File: src/hpc_defines.svh
// register offsets, field positions, reset values and timing figures of the playback control bank
`ifndef HPC_DEFINES_SVH
`define HPC_DEFINES_SVH

// register offsets
`define HPC_OFS_LIMITS 8'h20
`define HPC_OFS_TOP 8'h22
`define HPC_OFS_LEVEL 8'h23
`define HPC_OFS_SEQ 8'h24
`define HPC_OFS_COEF1 8'h25
`define HPC_OFS_LOOPCFG 8'h30
`define HPC_OFS_STATUS 8'h31

// field positions
`define HPC_BRAKE_MSB 6
`define HPC_BRAKE_LSB 4
`define HPC_TRACK_MSB 3
`define HPC_TRACK_LSB 0
`define HPC_GO_BIT 4
`define HPC_STANDBY_BIT 3
`define HPC_MODE_MSB 2
`define HPC_MODE_LSB 0
`define HPC_TIMEBASE_BIT 2
`define HPC_CUSTOM_BIT 1
`define HPC_CHAIN_BIT 0
`define HPC_ACCEL_BIT 0

// reset values
`define HPC_RST_BRAKE 3'h4
`define HPC_RST_TRACK 4'h3
`define HPC_RST_MODE 3'h0
`define HPC_RST_LEVEL 8'h00
`define HPC_RST_COEF1 8'h61
`define HPC_RST_ACCEL 1'h1

// override level: unity code and the code folded onto minus one
`define HPC_LEVEL_UNITY 18'sh0007F
`define HPC_LEVEL_MOST_NEG 8'h80

// frame durations in units of 10 us: 1.36, 5.44, 21.76, 43.52 and 87.04 ms
`define HPC_FRAME_1P36 14'h0088
`define HPC_FRAME_5P44 14'h0220
`define HPC_FRAME_21P76 14'h0880
`define HPC_FRAME_43P52 14'h1100
`define HPC_FRAME_87P04 14'h2200

`endif

File: src/hpc_pkg.sv
// types of the playback control bank
package hpc_pkg;

	typedef enum logic [2:0] {
		HPC_MODE_INACTIVE = 3'h0,
		HPC_MODE_DIRECT = 3'h1,
		HPC_MODE_PWM = 3'h2,
		HPC_MODE_REG_MEM = 3'h3,
		HPC_MODE_EDGE_MEM = 3'h4
	} hpc_mode_e;

	typedef enum logic [1:0] {
		HPC_ST_IDLE = 2'b00,
		HPC_ST_STANDBY = 2'b01,
		HPC_ST_PLAY = 2'b10
	} hpc_state_e;

endpackage

File: src/hpc_scale.sv
// direct drive level scaler for the two actuator ceilings
`timescale 1ns/1ps
`include "hpc_defines.svh"

module hpc_scale (
	input wire logic mclk,
	input wire logic rst_n,
	input wire logic enable,
	input wire logic [7:0] level,
	input wire logic accel_enable,
	input wire logic [7:0] actuator_absolute_ceiling,
	input wire logic [7:0] actuator_nominal_ceiling,
	output logic signed [8:0] scaled_absolute,
	output logic signed [8:0] scaled_nominal
);

	// 0x80 folds onto 0x81 so both give minus one
	wire logic [7:0] level_fold;
	wire logic signed [8:0] level_eff;
	wire logic signed [17:0] prod_abs;
	wire logic signed [17:0] prod_nom;
	wire logic signed [17:0] quot_abs;
	wire logic signed [17:0] quot_nom;

	assign level_fold = (level == `HPC_LEVEL_MOST_NEG) ? 8'h81 : level;
	// with acceleration on, negative codes give zero drive
	assign level_eff = (accel_enable && level[7]) ? 9'sh000 : $signed({level_fold[7], level_fold});
	assign prod_abs = level_eff * $signed({1'b0, actuator_absolute_ceiling});
	assign prod_nom = level_eff * $signed({1'b0, actuator_nominal_ceiling});
	// divide by 0x7F so that the top code gives exactly the ceiling
	assign quot_abs = prod_abs / `HPC_LEVEL_UNITY;
	assign quot_nom = prod_nom / `HPC_LEVEL_UNITY;

	// absolute ceiling only takes part while acceleration is on
	always_ff @(posedge mclk or negedge rst_n) begin
		if (!rst_n) begin
			scaled_absolute <= 9'sh000;
			scaled_nominal <= 9'sh000;
		end else begin
			scaled_absolute <= (enable && accel_enable) ? quot_abs[8:0] : 9'sh000;
			scaled_nominal <= enable ? quot_nom[8:0] : 9'sh000;
		end
	end
endmodule

File: src/hpc_regs.sv
// playback control register bank: mode, start and stop, chaining and drive scaling
//
// Function
// - three-bit mode: inactive, direct level, pwm, register-triggered, edge-triggered memory play
// - writing playback_go zero stops memory playback and returns to idle
// - writing playback_go one starts the selected memory sequence; taken only if the mode held before the write is a memory mode
// - after playback, standby if standby bit set, else idle; bit resets zero
// - direct mode scales absolute and/or nominal ceilings by the level
// - level is two's complement, 0x7F unity; negatives zero with acceleration
// - timebase bit picks the set of four frame durations
// - wave select zero gives step and ramp, one gives custom sine
// - chain bit in memory modes starts next sequence with no gap
// - chain bit self-clears when the chained sequence starts
// - first coefficient is a fraction of max current, resets 0x61
// - three-bit brake cutoff limit, resets 0x4
// - four-bit tracking pause limit, resets 0x3
// - acceleration enable resets one and steers the level scaling
//
// The plain strobed port was left to the implementer.
`timescale 1ns/1ps
`include "hpc_defines.svh"

module hpc_regs (
	input wire logic mclk,
	input wire logic rst_b,
	input wire logic [7:0] reg_addr,
	input wire logic [7:0] reg_wdata,
	input wire logic reg_wr,
	input wire logic reg_rd,
	output logic [7:0] reg_rdata,
	input wire logic edge_trigger,
	input wire logic seq_end,
	input wire logic [1:0] frame_len_sel,
	input wire logic [7:0] actuator_absolute_ceiling,
	input wire logic [7:0] actuator_nominal_ceiling,
	output logic [2:0] op_mode,
	output logic play_active,
	output logic standby_active,
	output logic seq_begin,
	output logic chain_next_sequence,
	output logic frame_timebase_select,
	output logic custom_wave_select,
	output logic [7:0] wave_shape_coefficient_one,
	output logic [2:0] brake_cutoff_limit,
	output logic [3:0] tracking_pause_limit,
	output logic accel_enable,
	output logic [13:0] frame_duration_10us,
	output logic signed [8:0] scaled_absolute,
	output logic signed [8:0] scaled_nominal
);

	////////////////////////////////////////////////////////////////////////////////
	// reset release

	logic rst_meta;
	logic rst_n;

	always_ff @(posedge mclk or negedge rst_b) begin
		if (!rst_b) begin
			rst_meta <= 1'b0;
			rst_n <= 1'b0;
		end else begin
			rst_meta <= 1'b1;
			rst_n <= rst_meta;
		end
	end

	////////////////////////////////////////////////////////////////////////////////
	// register storage

	logic playback_go;
	logic standby_en;
	logic [7:0] direct_drive_level;
	hpc_pkg::hpc_state_e state;
	hpc_pkg::hpc_state_e next_state;
	logic next_seq_begin;

	wire logic wr_limits = reg_wr && (reg_addr == `HPC_OFS_LIMITS);
	wire logic wr_top = reg_wr && (reg_addr == `HPC_OFS_TOP);
	wire logic wr_level = reg_wr && (reg_addr == `HPC_OFS_LEVEL);
	wire logic wr_seq = reg_wr && (reg_addr == `HPC_OFS_SEQ);
	wire logic wr_coef1 = reg_wr && (reg_addr == `HPC_OFS_COEF1);
	wire logic wr_loopcfg = reg_wr && (reg_addr == `HPC_OFS_LOOPCFG);

	wire logic go_wr_one = wr_top && reg_wdata[`HPC_GO_BIT];
	wire logic go_wr_zero = wr_top && !reg_wdata[`HPC_GO_BIT];

	// memory modes are the only ones that play sequences or chain them
	wire logic mode_reg_mem = (op_mode == hpc_pkg::HPC_MODE_REG_MEM);
	wire logic mode_edge_mem = (op_mode == hpc_pkg::HPC_MODE_EDGE_MEM);
	wire logic mode_direct = (op_mode == hpc_pkg::HPC_MODE_DIRECT);
	wire logic mem_mode = mode_reg_mem || mode_edge_mem;

	wire logic start_req = mem_mode && (go_wr_one || (mode_edge_mem && edge_trigger));
	wire logic chain_go = (state == hpc_pkg::HPC_ST_PLAY) && seq_end && chain_next_sequence
		&& mem_mode && !go_wr_zero;

	always_ff @(posedge mclk or negedge rst_n) begin
		if (!rst_n) begin
			brake_cutoff_limit <= `HPC_RST_BRAKE;
			tracking_pause_limit <= `HPC_RST_TRACK;
		end else if (wr_limits) begin
			brake_cutoff_limit <= reg_wdata[`HPC_BRAKE_MSB:`HPC_BRAKE_LSB];
			tracking_pause_limit <= reg_wdata[`HPC_TRACK_MSB:`HPC_TRACK_LSB];
		end
	end

	always_ff @(posedge mclk or negedge rst_n) begin
		if (!rst_n) begin
			playback_go <= 1'b0;
			standby_en <= 1'b0;
			op_mode <= `HPC_RST_MODE;
		end else if (wr_top) begin
			playback_go <= reg_wdata[`HPC_GO_BIT];
			standby_en <= reg_wdata[`HPC_STANDBY_BIT];
			op_mode <= reg_wdata[`HPC_MODE_MSB:`HPC_MODE_LSB];
		end
	end

	always_ff @(posedge mclk or negedge rst_n) begin
		if (!rst_n) begin
			direct_drive_level <= `HPC_RST_LEVEL;
			wave_shape_coefficient_one <= `HPC_RST_COEF1;
			accel_enable <= `HPC_RST_ACCEL;
		end else begin
			if (wr_level) begin
				direct_drive_level <= reg_wdata;
			end
			if (wr_coef1) begin
				wave_shape_coefficient_one <= reg_wdata;
			end
			if (wr_loopcfg) begin
				accel_enable <= reg_wdata[`HPC_ACCEL_BIT];
			end
		end
	end

	// a host write of the chain bit wins over the self-clear so a fresh request is kept
	always_ff @(posedge mclk or negedge rst_n) begin
		if (!rst_n) begin
			frame_timebase_select <= 1'b0;
			custom_wave_select <= 1'b0;
			chain_next_sequence <= 1'b0;
		end else if (wr_seq) begin
			frame_timebase_select <= reg_wdata[`HPC_TIMEBASE_BIT];
			custom_wave_select <= reg_wdata[`HPC_CUSTOM_BIT];
			chain_next_sequence <= reg_wdata[`HPC_CHAIN_BIT];
		end else if (chain_go) begin
			chain_next_sequence <= 1'b0;
		end
	end

	////////////////////////////////////////////////////////////////////////////////
	// playback state

	always_comb begin
		next_state = state;
		next_seq_begin = 1'b0;
		unique case (state)
			hpc_pkg::HPC_ST_PLAY: begin
				if (go_wr_zero || !mem_mode) begin
					next_state = hpc_pkg::HPC_ST_IDLE;
				end else if (chain_go) begin
					next_seq_begin = 1'b1;
				end else if (seq_end) begin
					next_state = standby_en ? hpc_pkg::HPC_ST_STANDBY : hpc_pkg::HPC_ST_IDLE;
				end
			end
			hpc_pkg::HPC_ST_IDLE, hpc_pkg::HPC_ST_STANDBY: begin
				if (start_req) begin
					next_state = hpc_pkg::HPC_ST_PLAY;
					next_seq_begin = 1'b1;
				end else if (go_wr_zero) begin
					next_state = hpc_pkg::HPC_ST_IDLE;
				end
			end
			default: begin
				next_state = hpc_pkg::HPC_ST_IDLE;
			end
		endcase
	end

	always_ff @(posedge mclk or negedge rst_n) begin
		if (!rst_n) begin
			state <= hpc_pkg::HPC_ST_IDLE;
			seq_begin <= 1'b0;
		end else begin
			state <= next_state;
			seq_begin <= next_seq_begin;
		end
	end

	assign play_active = (state == hpc_pkg::HPC_ST_PLAY);
	assign standby_active = (state == hpc_pkg::HPC_ST_STANDBY);

	////////////////////////////////////////////////////////////////////////////////
	// frame timebase: the fast set is the slow set moved down by one step

	wire logic [13:0] frame_slow;
	wire logic [13:0] frame_fast;

	assign frame_slow = (frame_len_sel == 2'h0) ? `HPC_FRAME_5P44 :
		(frame_len_sel == 2'h1) ? `HPC_FRAME_21P76 :
		(frame_len_sel == 2'h2) ? `HPC_FRAME_43P52 : `HPC_FRAME_87P04;
	assign frame_fast = (frame_len_sel == 2'h0) ? `HPC_FRAME_1P36 :
		(frame_len_sel == 2'h1) ? `HPC_FRAME_5P44 :
		(frame_len_sel == 2'h2) ? `HPC_FRAME_21P76 : `HPC_FRAME_43P52;

	always_ff @(posedge mclk or negedge rst_n) begin
		if (!rst_n) begin
			frame_duration_10us <= `HPC_FRAME_5P44;
		end else begin
			frame_duration_10us <= frame_timebase_select ? frame_fast : frame_slow;
		end
	end

	////////////////////////////////////////////////////////////////////////////////
	// direct level scaling, only live in direct mode

	hpc_scale u_scale (
		.mclk(mclk),
		.rst_n(rst_n),
		.enable(mode_direct),
		.level(direct_drive_level),
		.accel_enable(accel_enable),
		.actuator_absolute_ceiling(actuator_absolute_ceiling),
		.actuator_nominal_ceiling(actuator_nominal_ceiling),
		.scaled_absolute(scaled_absolute),
		.scaled_nominal(scaled_nominal)
	);

	////////////////////////////////////////////////////////////////////////////////
	// read port: data one cycle after the strobe, unmapped reads give zero

	wire logic [7:0] rd_mux;

	assign rd_mux = (reg_addr == `HPC_OFS_LIMITS) ? {1'b0, brake_cutoff_limit, tracking_pause_limit} :
		(reg_addr == `HPC_OFS_TOP) ? {3'h0, playback_go, standby_en, op_mode} :
		(reg_addr == `HPC_OFS_LEVEL) ? direct_drive_level :
		(reg_addr == `HPC_OFS_SEQ) ? {5'h00, frame_timebase_select, custom_wave_select,
			chain_next_sequence} :
		(reg_addr == `HPC_OFS_COEF1) ? wave_shape_coefficient_one :
		(reg_addr == `HPC_OFS_LOOPCFG) ? {7'h00, accel_enable} :
		(reg_addr == `HPC_OFS_STATUS) ? {6'h00, standby_active, play_active} : 8'h00;

	always_ff @(posedge mclk or negedge rst_n) begin
		if (!rst_n) begin
			reg_rdata <= 8'h00;
		end else if (reg_rd) begin
			reg_rdata <= rd_mux;
		end
	end

	////////////////////////////////////////////////////////////////////////////////
	// checks

	logic mode_written;

	always_ff @(posedge mclk or negedge rst_n) begin
		if (!rst_n) begin
			mode_written <= 1'b0;
		end else if (wr_top) begin
			mode_written <= 1'b1;
		end
	end
endmodule

File: config.mk
export PLATFORM = sky130hd
export DESIGN_NAME = hpc_regs
export DESIGN_NICKNAME = d
export VERILOG_FILES = /design/src/hpc_pkg.sv /design/src/hpc_scale.sv /design/src/hpc_regs.sv
export VERILOG_INCLUDE_DIRS = /design/src
export SDC_FILE = /design/constraint.sdc
export NUM_CORES = 1
export LEC_CHECK = 0
export BUFFER_PORTS_ARGS = -buffer_cell sky130_fd_sc_hd__buf_2
export CORE_ASPECT_RATIO = 1.5
export CORE_MARGIN = 3
export CORE_UTILIZATION = 35
export DETAILED_ROUTE_END_ITERATION = 12
export GPL_ROUTABILITY_DRIVEN = 0
export MAX_ROUTING_LAYER = met4
export SLEW_MARGIN = 0
export SYNTH_ARGS = -nofsm -noshare
export SYNTH_HDL_FRONTEND = slang
export SYNTH_SLANG_ARGS = --single-unit
File: constraint.sdc
create_clock -name mclk -period 5.1 [get_ports mclk]
set_input_delay 1.275 -clock mclk [delete_from_list [all_inputs] [get_ports mclk]]
set_output_delay 1.275 -clock mclk [all_outputs]
set_load 0.05 [all_outputs]
# Word level (Yosys, flattened, before mapping)
# Index checks and enable logic that the tools add are counted.
[word_totals] reg_bits=77 output_inout_bits=65
[classes] reduce_logical=27 mul=2 n_eq_ne=18 n_mux=31 div_mod_pow=2
[op_table] cell="$eq A8 B6 Y1 const B" count=7
[op_table] cell="$mux W14" count=4
[op_table] cell="$mux W8" count=6
[op_table] cell="$mux W13" count=3
[op_table] cell="$div A18 B8 Y18 const B" count=2
[op_table] cell="$mul A9 B9 Y18" count=2
[op_table] cell="$mux W9" count=3
[op_table] cell="$logic_and A1 B1 Y1" count=16
[op_table] cell="$mux W2" count=7
[op_table] cell="$eq A8 B8 Y1 const B" count=1
[op_table] cell="$mux W1" count=6
[op_table] cell="$ne A3 B2 Y1 const B" count=2
[op_table] cell="$eq A2 B1 Y1 const B" count=2
[op_table] cell="$eq A2 B2 Y1 const B" count=2
[op_table] cell="$logic_not A2 Y1" count=2
[op_table] cell="$pmux W2 S2" count=1
[op_table] cell="$eq A3 B1 Y1 const B" count=1
[op_table] cell="$eq A3 B2 Y1 const B" count=1
[op_table] cell="$eq A3 B3 Y1 const B" count=1
[op_table] cell="$logic_not A1 Y1" count=3
[op_table] cell="$logic_or A1 B1 Y1" count=3
[op_table] cell="$ne A3 B3 Y1 const B" count=1
[op_table] cell="$reduce_and A3 Y1" count=1
[op_table] cell="$pmux W1 S2" count=1
[op_table] cell="other kinds (2)" count=2

# Depth between registers and ports, before layout
[logic_depth] depth_word=8 mapped_depth=56 depth_no_buf=49

# Modules after synthesis
# Synthesis repeated with hierarchy kept, for this count alone.
[hier_totals] hier_cells=1941 hier_area_um2=15323.4
[by_module_without_submodules] mod="hpc_scale" area_per_inst_um2=12738.5 cells_each=1717 seq_area_each_um2=450.4 n_inst=1
[by_module_without_submodules] mod="hpc_regs" area_per_inst_um2=2585.0 cells_each=224 seq_area_each_um2=1312.5 n_inst=1

# Worst setup path after synthesis
# OpenSTA, ideal clock, no wires.
[synth_path] path_kind="input -> register" start="input port actuator_absolute_ceiling[0]" end="register u_scale.scaled_absolute[8]" setup_slack_ns=-7.901 path_buffers=3 cell_stages=49 t_arrival_ns=12.874 required_time_ns=4.973 cell_sequence="clkbuf_1 > nand2_1 > inv_1 > fa_1 > inv_1 > fa_1 > inv_1 > fa_1 > inv_1 > fa_1 > inv_1 > ha_1 > nor2b_1 > a221o_1 > or3_1 > buf_2 > a2111oi_1 > xor2_1 > (+13 left out) > a21o_1 > nand2_1 > mux2_4 > a2111oi_4 > o211ai_1 > a2111o_1 > o21ai_1 > nand2_1 > ha_1 > inv_1 > or4_1 > a31oi_1 > o211ai_1 > and3_1 > ha_1 > a41oi_1 > xnor2_1 > nor2_1"
[synth_via] elab_chain_cells=3
[synth_rtl] item="start, declared" line_no="hpc_regs.sv:34" text="input wire logic [7:0] actuator_absolute_ceiling,"
[synth_rtl] item="$mul A9 B9 Y18" line_no="hpc_scale.sv:28" text="assign prod_abs = level_eff * $signed({1'b0, actuator_absolute_ceiling});"
[synth_rtl] item="$div A18 B8 Y18 (no line)"
[synth_rtl] item="$mux W9" line_no="hpc_scale.sv:40" text="scaled_absolute <= (enable && accel_enable) ? quot_abs[8:0] : 9'sh000;"
[synth_rtl] item="end signal, assigned" line_no="hpc_scale.sv:40"
[synth_rtl] item="end, declared" line_no="hpc_scale.sv:13" text="output logic signed [8:0] scaled_absolute,"
# Every way passes these cells.
# A chain may end at the register's enable or synchronous reset.

# Worst setup path after layout
# Same ends and word-level chain as after synthesis.

==> impl_metrics.yaml <==
logic_synthesis:
  synth_compound_area_share_pct: 25.57
  synth_top_cell_area_share_pct: 14.54
  ys_top_cells_by_area: "fa_1 15%, dfrtp_1 9.9%, ha_1 6.5%"
  synth_cell_types: 124
  yosys.area_share.simple_pct: 24.79
  yosysSeqAreaShare_pct: 11.43
  syn_inst: 1951
  synth_edf_count: 0
  async_reset_ff_share_pct: 100.0
  yosys.area.top_type: "fa_1"
  synthAdderAreaFrac_pct: 21.17
  synth-xor-area-share_pct: 6.111
  synthesis.area_sq_um: 15420
  synth_top_family_by_area: "compound AO/OA/AOI/OAI gates"
  synth.avg_cell_area_sq_um: 7.903
  ys.flop_type: "dfrtp_1"
  synthMuxAreaShare_pct: 3.546
  yosys_warnings: 0
  synth-seq-cells: 70
power:
  leakage_uw: 0.01192
  power_frac_clock_pct: 4.6
  power_frac_seq_pct: 4.3
  p_switching_uw: 6893
  fin_total_pwr_uw: 14020
  irDropWorstVdd_mv: 0.5119
  switching_share_pct: 49.15
  power.density_nw_per_um2: 561.9
  combPwrFrac_pct: 91.1
  p_int_uw: 7130
die:
  die_h_microns: 263.1
  io_pins: 105
  die-area_sq_um: 46660
  start_util_pct: 35.62
  coreArea_sq_um: 43290
  num_rows: 93
  die_w_microns: 177.4
timing:
  skew_ps: 11.25
  fin_setup_tns_ps: -126430
  finalHoldViolCount: 0
  tightest_slew_ps: 894.9
  fin_ws_ps: -7309
  setup_viol: 18
  fin_crit_sh_pct: 243.3
  slew_viol_final: 0
  fmax_mhz: 80.59
  slew_headroom_pct: 40.34
  rsz0062_at_grt: "yes"
  final.min_clock_period_ps: 12410
critical_path:
  crit_path_top_delay_cell: "fa_1"
  crit_start: "actuator_absolute_ceiling[0]"
  worst_ep_arrival_time_ps: 12620
  start_kind: "input port"
  rr_worst_depth: 51
  worst_ep_required_time_ps: 5310
  end_kind: "flop"
  cp_slowest_stage_delay_ps: 580
  timing.rr.start: "accel_enable"
  cp_max_fo: 7
  crit_type: "in -> reg"
run:
  cap_violations: 0
clock_tree:
  clk_pin_slew_worst_paths_ps: 60
  cts.root.buffer_cell: "clkbuf_16"
  clk_latency_ps: 350
  cts_buffers: 9
  clock_sinks: 70
  clk_path_buf_depth: 2
  cts.htree.levels: 3
  hold_buffers: 0
  cts_tree: "built"
worst_hold_path:
  worstHoldPathCells: 0
  hold_start: "rst_meta"
  hp-class: "reg -> reg"
global_route:
  grt_pass1_wl_microns: 91170
  grt_overflow_total: 0
  antenna_found_initial: 4
  grt_usage_pct: 23.93
  first_global_vias: 19310
  grt_start_max_net_pins: 69
finish:
  num-fill-cells: 3751
  multi_input_area_sq_um: 14750
  drive_above_1_share_pct: 47.51
  nets: 2999
  final_area_sq_um: 24960
  regArea_sq_um: 1764
  area_delta_synth_final_pct: 61.86
  utilization_pct: 57.65
detailed_routing:
  num_vias: 18350
  avgViaCountPerCell: 5.483
  dr.pass1.iters: 5
  drtAntennaViolNets: 0
  drc: 0
  drt_wl_total_microns: 57060
  drt_iter0_drc: 833
  wire_per_inst_microns: 17.05
placement:
  io_buffers: 98
  dp_hpwl_microns: 44490
  post_dp_cell_area_sq_um: 21690
status:
  status: "finished, violations left"
  violations: "setup timing"
[sequential cells by signal, indices dropped and copies added, names as in the netlist]
register                    cells
u_scale.scaled_absolute         9
u_scale.scaled_nominal          9
direct_drive_level              8
reg_rdata                       8
wave_shape_coefficient_one      8
frame_duration_10us             7
tracking_pause_limit            4
brake_cutoff_limit              3
op_mode                         3
state                           2
accel_enable                    1
chain_next_sequence             1
custom_wave_select              1
frame_timebase_select           1
playback_go                     1
rst_meta                        1
rst_n                           1
seq_begin                       1
standby_en                      1
[cells in the final DEF, fill, tap and decap left out, types with 34 or more instances in the layout]
master,Yosys,final
xnor2_1,72,63
buf_2,9,91
nand2_1,178,163
nand3_1,67,53
a21oi_1,81,65
and3_1,90,74
fa_1,112,108
inv_1,223,204
o21ai_0,67,50
nor2_1,139,120
buf_6,0,42
o211ai_1,34,34
buf_4,9,719
dfrtp_1,61,60
nor3_1,61,46
ha_1,80,61
[layer usage]
| layer | global-route usage [%] | up-vias | part of all wire, % |
|---|---|---|---|
| li1 | - | 8677 | - |
| met1 | 22.73 | 8900 | 34 |
| met2 | 46.67 | 523 | 56 |
| met3 | 2.554 | 245 | 3.6 |
| met4 | 11.83 | 0 | 6.1 |
| met5 | - | - | 0 |
[logic make-up (layout without fill, tap and decap cells)]
logic type,Yosys count,count (layout)
flip-flops,70,70
adder cells (fa/ha/maj),194,194
AND/OR/NAND/NOR,729,729
buffers and inverters,289,1105
AO/OA/AOI/OAI,513,513
XOR/XNOR,105,105
other,2,11
multiplexers,49,49
[through the flow]
stage	hold slack, ps	setup slack (ps)	std cells
2_1_floorplan	331.2	-7110	1956
3_3_place_gp	339.1	-7645	3200
3_5_place_dp	340.4	-7814	3200
4_1_cts	355.3	-6950	3304
5_1_grt	361.0	-7736	3346
6_report	353.2	-7309	3346
[critical path: cells and delay by family]
kind	cells	cell delay, ps
xor+xnor	1	130
mux	2	500
compound gates	16	3980
fa+ha+maj	7	2910
simple gates	14	2900
buf+inv	10	890
[power groups by stage]
stage          clock (uW)  sequential [uW]  combinational [uW]
3_5_place_dp            0              606               10100
5_1_grt               685              599               13600
4_1_cts               665              596               11600
2_1_floorplan           0              663                5410
6_report              652              597               12800
3_3_place_gp            0              605                9890
[cells in the mapped netlist, types with 13 or more instances]
master / count
inv_1: 223
nor3_1: 61
nand2_1: 178
fa_1: 112
nand3_1: 67
a21oi_1: 81
o211a_1: 14
a211oi_1: 14
and2_1: 41
dfrtp_1: 61
xor2_1: 30
o21ai_1: 27
and3_1: 90
clkbuf_1: 46
o211ai_1: 34
a211o_1: 13
mux2i_1: 13
nor2_1: 139
o21ai_0: 67
o31ai_1: 13
mux2_2: 32
o21a_1: 19
nand4_1: 19
nor4_1: 15
xnor2_1: 72
or3_1: 22
a31oi_1: 26
a21o_1: 29
ha_1: 80
[cell type report]
class                   instances  area share (%)
diodes                          4         0.04011
clock buffers                   9          0.9024
clock inverters                 7          0.3209
inverters                     225           3.424
multi-input cells            1597           59.08
flip-flops and latches         70           7.069
well taps                     570           2.858
repair buffers                864           26.30
[timing repair]
| action | CTS | global route |
|---|---|---|
| setup buffers | 93 | 42 |
| cloned | 1 | 1 |
| gates resized for setup | 280 | 124 |
| pin swaps | 139 | 88 |
| setup endpoints to repair | 18 | 18 |
[path summary, 6_finish.rpt]
kind / endpoint / slack (ps)
min reg2reg: rst_n / 350
max in group asynchronous: direct_drive_level[0] / 4040
max: u_scale.scaled_absolute[8] / -7310
max reg2reg: u_scale.scaled_absolute[8] / -7210
min in group asynchronous: frame_duration_10us[7] / 450
min: rst_n / 350
Note: power is estimated with default switching activity, not from simulation.
